--- src/mmm_params.svh ---
`ifndef MMM_PARAMS_SVH
`define MMM_PARAMS_SVH

// Default configuration values
`define MMM_ADDR_W          32
`define MMM_SYMBOL_W        8
`define MMM_NUM_SYMBOLS     4
`define MMM_BURST_W         3
`define MMM_RESP_W          8
`define MMM_TID_W           8
`define MMM_LAT_W           16
`define MMM_MAX_PEND_READS  1
`define MMM_FIXED_RD_LAT    1
`define MMM_FIXED_RD_WAIT   1
`define MMM_FIXED_WR_WAIT   0
`define MMM_CMD_DEPTH_LOG   3
`define MMM_RSP_DEPTH_LOG   2

// Command type encodings in the response descriptor
`define MMM_CMD_READ        2'h0
`define MMM_CMD_WRITE       2'h1
`define MMM_CMD_IDLE        2'h2

`endif

--- src/mmm_pkg.sv ---
package mmm_pkg;

    typedef enum logic [1:0] {
        cmd_type_read  = 2'h0,
        cmd_type_write = 2'h1,
        cmd_type_idle  = 2'h2
    } mmm_cmd_type;

    // Gray sequence idle -> request -> response
    typedef enum logic [1:0] {
        mmm_st_idle = 2'h0,
        mmm_st_req  = 2'h1,
        mmm_st_resp = 2'h3
    } mmm_state_type;

endpackage

--- src/mmm_master.sv ---
`timescale 1ns/10ps
`include "mmm_params.svh"
module mmm_master
    import mmm_pkg::*;
#(
    parameter int AW          = `MMM_ADDR_W,
    parameter int SYMW        = `MMM_SYMBOL_W,
    parameter int NSYM        = `MMM_NUM_SYMBOLS,
    parameter int BW          = `MMM_BURST_W,
    parameter int RSW         = `MMM_RESP_W,
    parameter int WSW         = `MMM_RESP_W,
    parameter int TIDW        = `MMM_TID_W,
    parameter int LATW        = `MMM_LAT_W,
    parameter int CQL         = `MMM_CMD_DEPTH_LOG,
    parameter int RQL         = `MMM_RSP_DEPTH_LOG,
    parameter int MAX_PEND_RD = `MMM_MAX_PEND_READS,
    parameter int FIXED_RL    = `MMM_FIXED_RD_LAT,
    parameter int FIXED_RW    = `MMM_FIXED_RD_WAIT,
    parameter int FIXED_WW    = `MMM_FIXED_WR_WAIT,
    parameter bit USE_READ    = 1'b1,
    parameter bit USE_WRITE   = 1'b1,
    parameter bit USE_ADDR    = 1'b1,
    parameter bit USE_BE      = 1'b1,
    parameter bit USE_BURST   = 1'b1,
    parameter bit USE_RDATA   = 1'b1,
    parameter bit USE_RDVALID = 1'b1,
    parameter bit USE_WDATA   = 1'b1,
    parameter bit USE_WAIT    = 1'b1,
    parameter bit USE_BEGIN   = 1'b0,
    parameter bit USE_BBEGIN  = 1'b0,
    parameter bit USE_ARBLOCK = 1'b0,
    parameter bit USE_LOCK    = 1'b0,
    parameter bit USE_DEBUG   = 1'b0,
    parameter bit USE_TID     = 1'b0,
    parameter bit USE_RSTAT   = 1'b0,
    parameter bit WAIT_HIGH   = 1'b1,
    parameter bit READ_HIGH   = 1'b1,
    parameter bit WRITE_HIGH  = 1'b1,
    parameter bit BE_HIGH     = 1'b1,
    parameter bit RDV_HIGH    = 1'b1,
    parameter bit ARB_HIGH    = 1'b1,
    parameter bit LOCK_HIGH   = 1'b1,
    parameter bit WRAP_BURST  = 1'b1,
    parameter bit ALIGN_BURST = 1'b1,
    parameter bit REG_WAIT    = 1'b0,
    parameter bit REG_INPUTS  = 1'b0,
    parameter bit ADDR_SYMBOL = 1'b0
) (
    input  wire logic                 clk,
    input  wire logic                 resetn,
    input  wire logic                 clken,
    input  wire logic                 cmd_push,
    input  wire logic                 cmd_is_write,
    input  wire logic [AW-1:0]        cmd_addr,
    input  wire logic [BW-1:0]        cmd_len,
    input  wire logic [TIDW-1:0]      cmd_tag,
    input  wire logic                 cmd_lock,
    input  wire logic                 cmd_debug,
    input  wire logic                 beat_push,
    input  wire logic [NSYM*SYMW-1:0] beat_data,
    input  wire logic [NSYM-1:0]      beat_be,
    input  wire logic                 rsp_pop,
    input  wire logic [BW-1:0]        rsp_index,
    output logic                      cmd_full,
    output logic                      beat_full,
    output logic [CQL:0]              pending_count,
    output logic [1:0]                issued_count,
    output logic [RQL:0]              rsp_count,
    output logic [RQL:0]              read_rsp_count,
    output logic                      all_done,
    output logic [1:0]                rsp_type,
    output logic [AW-1:0]             rsp_addr,
    output logic [BW-1:0]             rsp_len,
    output logic [TIDW-1:0]           rsp_tag,
    output logic [NSYM-1:0]           rsp_be,
    output logic [NSYM*SYMW-1:0]      rsp_data,
    output logic [LATW-1:0]           rsp_latency,
    output logic [RSW-1:0]            rsp_status,
    output logic [AW-1:0]             bus_address,
    output logic                      bus_read,
    output logic                      bus_write,
    output logic [NSYM-1:0]           bus_byteenable,
    output logic [BW-1:0]             bus_burstcount,
    output logic [NSYM*SYMW-1:0]      bus_writedata,
    output logic                      bus_begintransfer,
    output logic                      bus_beginbursttransfer,
    output logic                      bus_arbiterlock,
    output logic                      bus_lock,
    output logic                      bus_debugaccess,
    output logic [TIDW-1:0]           bus_transactionid,
    input  wire logic [NSYM*SYMW-1:0] bus_readdata,
    input  wire logic                 bus_readdatavalid,
    input  wire logic                 bus_waitrequest,
    input  wire logic [RSW-1:0]       bus_response
);
    localparam int DW   = NSYM * SYMW;
    localparam int MAXB = 2 ** (BW - 1);
    localparam int SSH  = $clog2(NSYM);
    localparam int CQD  = 2 ** CQL;
    localparam int RQD  = 2 ** RQL;
    localparam int BQL  = CQL + BW - 1;

    typedef struct packed {
        mmm_state_type      state;
        logic [CQL:0]       cq_wr;
        logic [CQL:0]       cq_rd;
        logic [BQL:0]       bq_wr;
        logic [BQL:0]       bq_rd;
        logic [RQL:0]       hq_wr;
        logic [RQL:0]       hq_rd;
        logic [RQL:0]       rd_cnt;
        logic [RQL:0]       n_rsp;
        logic               cur_wr;
        logic [AW-1:0]      cur_base;
        logic [AW-1:0]      cur_mask;
        logic [BW-1:0]      cur_len;
        logic [TIDW-1:0]    cur_tag;
        logic [BW-1:0]      beat;
        logic [LATW-1:0]    lat;
        logic [LATW-1:0]    wcnt;
        logic               in_wait;
        logic               in_rdv;
        logic [DW-1:0]      in_rdata;
        logic [RSW-1:0]     in_stat;
        logic [AW-1:0]      address;
        logic               rd;
        logic               wr;
        logic [NSYM-1:0]    be;
        logic [BW-1:0]      burst;
        logic [DW-1:0]      wdata;
        logic               begin_x;
        logic               bbegin;
        logic               arblock;
        logic               lock;
        logic               debug;
        logic [TIDW-1:0]    tid;
        logic               c_full;
        logic               b_full;
        logic [CQL:0]       pend;
        logic [1:0]         issued;
        logic               done;
        logic [RQL-1:0]     o_slot;
        logic [1:0]         o_type;
        logic [AW-1:0]      o_addr;
        logic [BW-1:0]      o_len;
        logic [TIDW-1:0]    o_tag;
        logic [NSYM-1:0]    o_be;
        logic [DW-1:0]      o_data;
        logic [LATW-1:0]    o_lat;
        logic [RSW-1:0]     o_stat;
    } mmm_regs_type;

    mmm_regs_type s;
    mmm_regs_type next_s;

    logic                 cq_wr_n    [CQD];
    logic [AW-1:0]        cq_addr    [CQD];
    logic [BW-1:0]        cq_len     [CQD];
    logic [TIDW-1:0]      cq_tag     [CQD];
    logic                 cq_lock    [CQD];
    logic                 cq_dbg     [CQD];
    logic [DW-1:0]        bq_data    [CQD*MAXB];
    logic [NSYM-1:0]      bq_be      [CQD*MAXB];
    logic [1:0]           hq_type    [RQD];
    logic [AW-1:0]        hq_addr    [RQD];
    logic [BW-1:0]        hq_len     [RQD];
    logic [TIDW-1:0]      hq_tag     [RQD];
    logic [DW-1:0]        rb_data    [RQD*MAXB];
    logic [NSYM-1:0]      rb_be      [RQD*MAXB];
    logic [LATW-1:0]      rb_lat     [RQD*MAXB];
    logic [RSW-1:0]       rb_stat    [RQD*MAXB];

    logic                 cq_we;
    logic                 bq_we;
    logic                 rb_we;
    logic                 hq_we;
    logic [RQL+BW-2:0]    rb_idx;

    // Physical pin level for a logical value
    function automatic logic pin(input logic v, input logic high, input logic used);
        return used & v ? high : ~high;
    endfunction

    // Low-order mask covering the burst, rounded up to a power of two
    function automatic logic [AW-1:0] burst_mask(input logic [BW-1:0] len);
        logic [AW-1:0] m;
        m = '0;
        for (int i = 0; i < BW; i++) begin
            if (len > (BW'(1) << i)) begin
                m[i] = 1'b1;
            end
        end
        return m;
    endfunction

    // Word address of a burst cycle, scaled to pin units
    function automatic logic [AW-1:0] beat_addr(input logic [AW-1:0] base,
                                                input logic [AW-1:0] mask,
                                                input logic [BW-1:0] i);
        logic [AW-1:0] w;
        w = base + AW'(i);
        if (WRAP_BURST) begin
            w = (base & ~mask) | (w & mask);
        end
        return ADDR_SYMBOL ? (w << SSH) : w;
    endfunction

    always_comb begin
        logic            stalled;
        logic            rd_beat;
        logic            wr_acc;
        logic            last;
        logic            pop_ok;
        logic            start;
        logic [BW-1:0]   len;
        logic [AW-1:0]   base;
        logic [AW-1:0]   mask;
        logic [CQL-1:0]  ci;
        logic [BQL:0]    bavail;
        logic [BQL-1:0]  bi;
        next_s  = s;
        stalled = 1'b0;
        rd_beat = 1'b0;
        wr_acc  = 1'b0;
        ci      = s.cq_rd[CQL-1:0];
        bi      = s.bq_rd[BQL-1:0];
        len     = (cq_len[ci] == '0) ? BW'(1) : cq_len[ci];
        if (len > BW'(MAXB)) begin
            len = BW'(MAXB);
        end
        mask    = burst_mask(len);
        base    = ADDR_SYMBOL ? (cq_addr[ci] >> SSH) : cq_addr[ci];
        if (ALIGN_BURST) begin
            base = base & ~mask;
        end
        bavail  = s.bq_wr - s.bq_rd;
        last    = (s.beat == s.cur_len - BW'(1));
        pop_ok  = rsp_pop && (s.hq_wr != s.hq_rd);
        start   = 1'b0;
        cq_we   = cmd_push && !s.c_full;
        bq_we   = beat_push && !s.b_full;
        rb_we   = 1'b0;
        hq_we   = 1'b0;
        rb_idx  = {s.hq_wr[RQL-1:0], s.beat[BW-2:0]};

        // Incoming stages, optionally registered
        next_s.in_wait  = (bus_waitrequest == WAIT_HIGH);
        next_s.in_rdv   = (bus_readdatavalid == RDV_HIGH);
        next_s.in_rdata = bus_readdata;
        next_s.in_stat  = bus_response;

        if (cq_we) begin
            next_s.cq_wr = s.cq_wr + 1'b1;
        end
        if (bq_we) begin
            next_s.bq_wr = s.bq_wr + 1'b1;
        end
        next_s.begin_x = pin(1'b0, 1'b1, USE_BEGIN);
        next_s.bbegin  = pin(1'b0, 1'b1, USE_BBEGIN);

        case (s.state)
            mmm_st_idle: begin
                // Head command leaves only once all its cycles are queued
                if (s.cq_wr != s.cq_rd && bavail >= (BQL+1)'(len) &&
                    (s.hq_wr - s.hq_rd) != (RQL+1)'(RQD)) begin
                    start          = 1'b1;
                    next_s.cq_rd   = s.cq_rd + 1'b1;
                    next_s.cur_wr  = cq_wr_n[ci];
                    next_s.cur_base = base;
                    next_s.cur_mask = mask;
                    next_s.cur_len = len;
                    next_s.cur_tag = cq_tag[ci];
                    next_s.beat    = '0;
                    next_s.wcnt    = '0;
                    next_s.address = pin(1'b1, 1'b1, USE_ADDR) ?
                                     beat_addr(base, mask, '0) : '0;
                    next_s.rd      = pin(!cq_wr_n[ci], READ_HIGH, USE_READ);
                    next_s.wr      = pin(cq_wr_n[ci], WRITE_HIGH, USE_WRITE);
                    next_s.be      = USE_BE ? (bq_be[bi] ^ {NSYM{~BE_HIGH}}) : '0;
                    next_s.burst   = USE_BURST ? len : '0;
                    next_s.wdata   = USE_WDATA ? bq_data[bi] : '0;
                    next_s.begin_x = pin(1'b1, 1'b1, USE_BEGIN);
                    next_s.bbegin  = pin(1'b1, 1'b1, USE_BBEGIN);
                    next_s.arblock = pin(cq_lock[ci] && len == BW'(1), ARB_HIGH, USE_ARBLOCK);
                    next_s.lock    = pin(cq_lock[ci] && len == BW'(1), LOCK_HIGH, USE_LOCK);
                    next_s.debug   = pin(cq_dbg[ci], 1'b1, USE_DEBUG);
                    next_s.tid     = USE_TID ? cq_tag[ci] : '0;
                    next_s.state   = mmm_st_req;
                end
            end
            mmm_st_req: begin
                if (USE_WAIT) begin
                    stalled = REG_WAIT ? s.in_wait : (bus_waitrequest == WAIT_HIGH);
                end else begin
                    stalled = s.wcnt < LATW'(s.cur_wr ? FIXED_WW : FIXED_RW);
                end
                if (stalled) begin
                    next_s.wcnt = s.wcnt + 1'b1;
                end else if (s.cur_wr) begin
                    wr_acc        = 1'b1;
                    next_s.wcnt   = '0;
                    next_s.bq_rd  = s.bq_rd + 1'b1;
                    if (last) begin
                        next_s.wr    = pin(1'b0, WRITE_HIGH, USE_WRITE);
                        next_s.lock  = pin(1'b0, LOCK_HIGH, USE_LOCK);
                        next_s.arblock = pin(1'b0, ARB_HIGH, USE_ARBLOCK);
                        next_s.state = mmm_st_idle;
                    end else begin
                        next_s.beat    = s.beat + 1'b1;
                        next_s.address = USE_ADDR ?
                                         beat_addr(s.cur_base, s.cur_mask, s.beat + 1'b1) : '0;
                        next_s.be      = USE_BE ? (bq_be[bi + 1'b1] ^ {NSYM{~BE_HIGH}}) : '0;
                        next_s.wdata   = USE_WDATA ? bq_data[bi + 1'b1] : '0;
                        next_s.begin_x = pin(1'b1, 1'b1, USE_BEGIN);
                    end
                end else begin
                    // One outstanding read at a time keeps within the slave's limit
                    next_s.rd    = pin(1'b0, READ_HIGH, USE_READ);
                    next_s.lat   = LATW'(1);
                    next_s.state = mmm_st_resp;
                end
            end
            mmm_st_resp: begin
                next_s.lat = s.lat + 1'b1;
                if (USE_RDVALID) begin
                    rd_beat = REG_INPUTS ? s.in_rdv : (bus_readdatavalid == RDV_HIGH);
                end else begin
                    rd_beat = s.lat >= LATW'(FIXED_RL);
                end
                if (rd_beat) begin
                    next_s.bq_rd = s.bq_rd + 1'b1;
                    if (last) begin
                        next_s.lock    = pin(1'b0, LOCK_HIGH, USE_LOCK);
                        next_s.arblock = pin(1'b0, ARB_HIGH, USE_ARBLOCK);
                        next_s.state   = mmm_st_idle;
                    end else begin
                        next_s.beat = s.beat + 1'b1;
                    end
                end
            end
            default: begin
                next_s.state = mmm_st_idle;
            end
        endcase

        rb_we = wr_acc || rd_beat;
        hq_we = rb_we && last;
        if (hq_we) begin
            next_s.hq_wr = s.hq_wr + 1'b1;
        end
        if (pop_ok) begin
            next_s.hq_rd  = s.hq_rd + 1'b1;
            next_s.o_slot = s.hq_rd[RQL-1:0];
            next_s.o_type = hq_type[s.hq_rd[RQL-1:0]];
            next_s.o_addr = hq_addr[s.hq_rd[RQL-1:0]];
            next_s.o_len  = hq_len[s.hq_rd[RQL-1:0]];
            next_s.o_tag  = hq_tag[s.hq_rd[RQL-1:0]];
        end
        next_s.rd_cnt = s.rd_cnt + (RQL+1)'(hq_we && !s.cur_wr)
                        - (RQL+1)'(pop_ok && hq_type[s.hq_rd[RQL-1:0]] == `MMM_CMD_READ);
        next_s.o_be   = rb_be[{next_s.o_slot, rsp_index[BW-2:0]}];
        next_s.o_data = rb_data[{next_s.o_slot, rsp_index[BW-2:0]}];
        next_s.o_lat  = rb_lat[{next_s.o_slot, rsp_index[BW-2:0]}];
        next_s.o_stat = rb_stat[{next_s.o_slot, rsp_index[BW-2:0]}];

        next_s.pend   = next_s.cq_wr - next_s.cq_rd;
        next_s.n_rsp  = next_s.hq_wr - next_s.hq_rd;
        next_s.issued = (next_s.state != mmm_st_idle) ? 2'h1 : 2'h0;
        next_s.done   = (next_s.pend == '0) && (next_s.state == mmm_st_idle) && !start;
        next_s.c_full = next_s.pend == (CQL+1)'(CQD);
        next_s.b_full = (next_s.bq_wr - next_s.bq_rd) == (BQL+1)'(CQD*MAXB);
    end

    always_ff @(posedge clk or negedge resetn) begin
        if (!resetn) begin
            s         <= '0;
            s.state   <= mmm_st_idle;
            s.rd      <= ~READ_HIGH;
            s.wr      <= ~WRITE_HIGH;
            s.be      <= {NSYM{~BE_HIGH}};
            s.arblock <= ~ARB_HIGH;
            s.lock    <= ~LOCK_HIGH;
            s.done    <= 1'b1;
            s.o_type  <= `MMM_CMD_IDLE;
        end else if (clken) begin
            s <= next_s;
        end
    end

    always_ff @(posedge clk) begin
        if (clken) begin
            if (cq_we) begin
                cq_wr_n[s.cq_wr[CQL-1:0]] <= cmd_is_write;
                cq_addr[s.cq_wr[CQL-1:0]] <= cmd_addr;
                cq_len[s.cq_wr[CQL-1:0]]  <= cmd_len;
                cq_tag[s.cq_wr[CQL-1:0]]  <= cmd_tag;
                cq_lock[s.cq_wr[CQL-1:0]] <= cmd_lock;
                cq_dbg[s.cq_wr[CQL-1:0]]  <= cmd_debug;
            end
            if (bq_we) begin
                bq_data[s.bq_wr[BQL-1:0]] <= beat_data;
                bq_be[s.bq_wr[BQL-1:0]]   <= beat_be;
            end
            if (rb_we) begin
                rb_be[rb_idx]   <= bq_be[s.bq_rd[BQL-1:0]];
                rb_data[rb_idx] <= s.cur_wr ? s.wdata :
                                   (REG_INPUTS ? s.in_rdata : bus_readdata);
                rb_lat[rb_idx]  <= s.cur_wr ? '0 : s.lat;
                rb_stat[rb_idx] <= (s.cur_wr || !USE_RSTAT) ? '0 :
                                   (REG_INPUTS ? s.in_stat : bus_response);
            end
            if (hq_we) begin
                hq_type[s.hq_wr[RQL-1:0]] <= s.cur_wr ? `MMM_CMD_WRITE : `MMM_CMD_READ;
                hq_addr[s.hq_wr[RQL-1:0]] <= ADDR_SYMBOL ? (s.cur_base << SSH) : s.cur_base;
                hq_len[s.hq_wr[RQL-1:0]]  <= s.cur_len;
                hq_tag[s.hq_wr[RQL-1:0]]  <= s.cur_tag;
            end
        end
    end

    assign cmd_full               = s.c_full;
    assign beat_full              = s.b_full;
    assign pending_count          = s.pend;
    assign issued_count           = s.issued;
    assign rsp_count              = s.n_rsp;
    assign read_rsp_count         = s.rd_cnt;
    assign all_done               = s.done;
    assign rsp_type               = s.o_type;
    assign rsp_addr               = s.o_addr;
    assign rsp_len                = s.o_len;
    assign rsp_tag                = s.o_tag;
    assign rsp_be                 = s.o_be;
    assign rsp_data               = s.o_data;
    assign rsp_latency            = s.o_lat;
    assign rsp_status             = s.o_stat;
    assign bus_address            = s.address;
    assign bus_read               = s.rd;
    assign bus_write              = s.wr;
    assign bus_byteenable         = s.be;
    assign bus_burstcount         = s.burst;
    assign bus_writedata          = s.wdata;
    assign bus_begintransfer      = s.begin_x;
    assign bus_beginbursttransfer = s.bbegin;
    assign bus_arbiterlock        = s.arblock;
    assign bus_lock               = s.lock;
    assign bus_debugaccess        = s.debug;
    assign bus_transactionid      = s.tid;

endmodule

--- config.mk ---
export PLATFORM = sky130hd
export DESIGN_NAME = mmm_master
export DESIGN_NICKNAME = d
export VERILOG_FILES = /design/src/mmm_pkg.sv /design/src/mmm_master.sv
export VERILOG_INCLUDE_DIRS = /design/src /design/src/src
export SDC_FILE = /design/constraint.sdc
export NUM_CORES = 2
export LEC_CHECK = 0
export BUFFER_PORTS_ARGS = -buffer_cell sky130_fd_sc_hd__buf_2
export CAP_MARGIN = 10
export CORE_MARGIN = 5
export CORE_UTILIZATION = 54
export CTS_CLUSTER_SIZE = 24
export DETAILED_ROUTE_END_ITERATION = 8
export PLACE_DENSITY = 0.71
export SYNTH_ARGS = -nofsm -noshare
export SYNTH_HDL_FRONTEND = slang
export SYNTH_SLANG_ARGS = --single-unit
--- constraint.sdc ---
create_clock -name clk -period 11.6 [get_ports clk]
set_clock_uncertainty 0.05 [all_clocks]
set_input_delay 1.16 -clock clk [delete_from_list [all_inputs] [get_ports clk]]
set_output_delay 1.16 -clock clk [all_outputs]
set_load 0.01 [all_outputs]
==> results_dict.tcl <==
set metrics [dict create \
    timing.rr.end "bus_writedata[5]" \
    required_ns 12.34 \
    areaGrowthSynthToFinish_pct 10.8 \
    synth_top_area_share_pct 63.7 \
    globalplace.congestion 0.810 \
    dp_slack_ns 5.39 \
    setup_tns_ns 0 \
    total_power_mw 33.5 \
    syn_inst 5844 \
    setup_slack_ns 5.38 \
    grt_pass1_wl_mm 433 \
    drive_gt1_share_pct 32.7 \
    synth-main-ff-cell "edfxtp_1" \
    post_cts_resized 0 \
    worstSkewPairLatency_ns 0.93 \
    power_per_cell_area_nw_per_um2 255 \
    dp_cells 8590 \
    multi_input_area_sq_um 33300 \
    grt_overflow 0 \
    ys_types 73 \
    dr.pass1.iters 5 \
    max_slew_margin_pct 22.9 \
    register_area_sq_um 82400 \
    finalHoldViolCount 0 \
    postCtsSetupRepairBufs 0 \
    postLayoutCellArea_sq_um 131000 \
    die_h_um 478 \
    cts_num_sinks 2789 \
    grt_use_met3_pct 6.68 \
    min_period_ns 6.22 \
    grt_pass1_vias 60800 \
    track_usage_pct 26.2 \
    synth-seq-cells 2789 \
    dp_hpwl_mm 166 \
    period_share_pct 53.6 \
    cp-start-kind "flop" \
    cts_made_buffers 298 \
    worstPathArrival_ns 6.95 \
    grt_use_met2_pct 41.1 \
    grt_start_max_net_pins 136 \
    rrSetupSlack_ns 5.38 \
    routedWlPerCell_um 32.8 \
    crit_top_cell "buf_4" \
    cpPeakStageDelay_ns 0.75 \
    tightest_slew_ns 1.16 \
    placed_area_sq_um 122000 \
    path_delay_family "buffers and inverters" \
    hold_slack_ns 0.120 \
    seq_area_frac_synth_pct 69.6 \
    setup.worst_path.class "reg -> reg" \
    top_usage_layer "met2" \
    p_leak_nw 43.6 \
    synth_edf_count 2512 \
    ir_drop_mv 0.297 \
    status "finished clean" \
    worstRegToRegCells 14 \
    grt.met1_usage_pct 36.1 \
    cts_root_buf "clkbuf_16" \
    critPathBufInv 3 \
    r2r_start "s[380]" \
    via_count 60100 \
    syn_area_sq_um 118000 \
    cts.htree.levels 5 \
    die-area_sq_um 229000 \
    clockBufferDepth 4 \
    drv_slew 0 \
    crit_fanout 61 \
    core-area_sq_um 218000 \
    die_w_um 478 \
    synthMostInstantiatedCell "edfxtp_1" \
    final_nets 6214 \
    num_rows 171 \
    cpMaxStageDelayCell "buf_4" \
    async_reset_ff_share_pct 9.93 \
    synth_area_leader_cell "edfxtp_1" \
    cap_violations 0 \
    synth_commonest_cells "2,512 x edfxtp_1, 952 x mux4_2, 322 x mux2i_1" \
    cts_tree "done" \
    max_freq_mhz 161 \
    antenna_left 0 \
    drc 0 \
    via_per_inst 6.58 \
    setup_viol 0 \
    ios 339 \
    hold_path.class "in -> async" \
    grt_setup_unrepaired "false" \
    numPortBuffers 305 \
    wl_mm 300 \
    post-route-util_pct 60.3 \
    start_util_pct 54.4 \
    path_clk_slew_ns 0.06 \
    hold_buffers 0 \
    syn_avg_cell_area_sq_um 20.3 \
    ys_warn_count 0 \
    drt-initial-drc-count 6844 \
    end_kind "flop" \
    final_cells 9131 \
    path_cells "buf_4 -> mux4_2 -> mux2i_1 -> inv_1 -> a21boi_0 -> ha_1 -> nand2b_1 -> a21oi_1 -> nor2b_1 -> a2111oi_4 -> or3_4 -> buf_4 -> o21ai_1 -> mux2_4" \
    synth.area.top_cells "edfxtp_1 64%, mux4_2 18%, dfrtp_1 5.8%" \
    n_fill_cell 15000 \
    antenna_found_initial 47 \
]
[cell families after synthesis]
logic type	Yosys count	synth area share, %
AO/OA/AOI/OAI	430	2.33
XOR/XNOR	72	0.557
adder cells (fa/ha/maj)	45	0.507
buffers and inverters	591	2.84
flip-flops	2789	69.6
multiplexers	1429	22.4
other	1	0.00317
AND/OR/NAND/NOR	487	1.80
[power breakdown]
group	total, mW	leakage (nW)	switching [mW]	internal [mW]
registers	13.1	26.0	0.872	12.2
logic	11.4	13.1	6.23	5.14
clock network	9.01	4.49	3.73	5.28
[state kept, by name, summed over array words and instances, names as in the netlist, 64 cells and up]
register	count
bq_be	128
bq_data	1024
cq_addr	256
cq_tag	64
hq_addr	128
rb_be	64
rb_data	512
rb_lat	256
s	89
[layout make-up]
| class | instances | share of cell area, % |
|---|---|---|
| diodes | 20 | 0.0382 |
| inverters | 26 | 0.0801 |
| clock buffers | 393 | 6.21 |
| flip-flops and latches | 2789 | 62.8 |
| repair buffers | 436 | 1.98 |
| multi-input cells | 2485 | 25.4 |
| well taps | 2854 | 2.72 |
| clock inverters | 128 | 0.792 |
[routing by layer]
| layer | part of all wire, % | wire, um | up-vias |
|---|---|---|---|
| met1 | 38 | 114000 | 32000 |
| met5 | 0.044 | 133 | - |
| met4 | 3.8 | 11400 | 22 |
| met3 | 10 | 30800 | 569 |
| met2 | 48 | 143000 | 3074 |
| li1 | - | - | 24400 |
[layout by cell type, fill, tap and decap left out, types with 66 or more instances in the layout]
master / count
nor2_1: 82
dfrtp_1: 267
edfxtp_1: 2512
mux2i_1: 321
buf_2: 303
clkbuf_1: 74
clkbuf_16: 309
nand2_1: 236
mux4_2: 952
mux2_2: 135
o21ai_0: 89
buf_4: 126
o211ai_1: 66
[worst register-to-register path, stage by stage (launching register included)]
cell       delay (ns)
dfrtp_4          0.74
buf_4            0.75
mux4_2           0.42
mux2i_1          0.44
inv_1            0.11
a21boi_0         0.37
ha_1             0.29
nand2b_1         0.14
a21oi_1          0.15
nor2b_1          0.08
a2111oi_4        0.57
or3_4            0.49
buf_4            0.70
o21ai_1          0.40
mux2_4           0.36
[how the worst max path moves through the flow]
stage / endpoint / slack, ns / cells past startpoint / startpoint
after global placement: bus_writedata[20] / 5.48 / 14 / s[380]
after floorplan: cq_addr[0][0] / 6.09 / 5 / cmd_push
final: bus_writedata[5] / 5.38 / 14 / s[380]
after detailed placement: bus_writedata[23] / 5.39 / 14 / s[380]
after CTS: bus_writedata[16] / 5.34 / 14 / s[380]
after global routing: bus_writedata[16] / 5.10 / 14 / s[380]
Note: power is estimated with default switching activity, not from simulation.
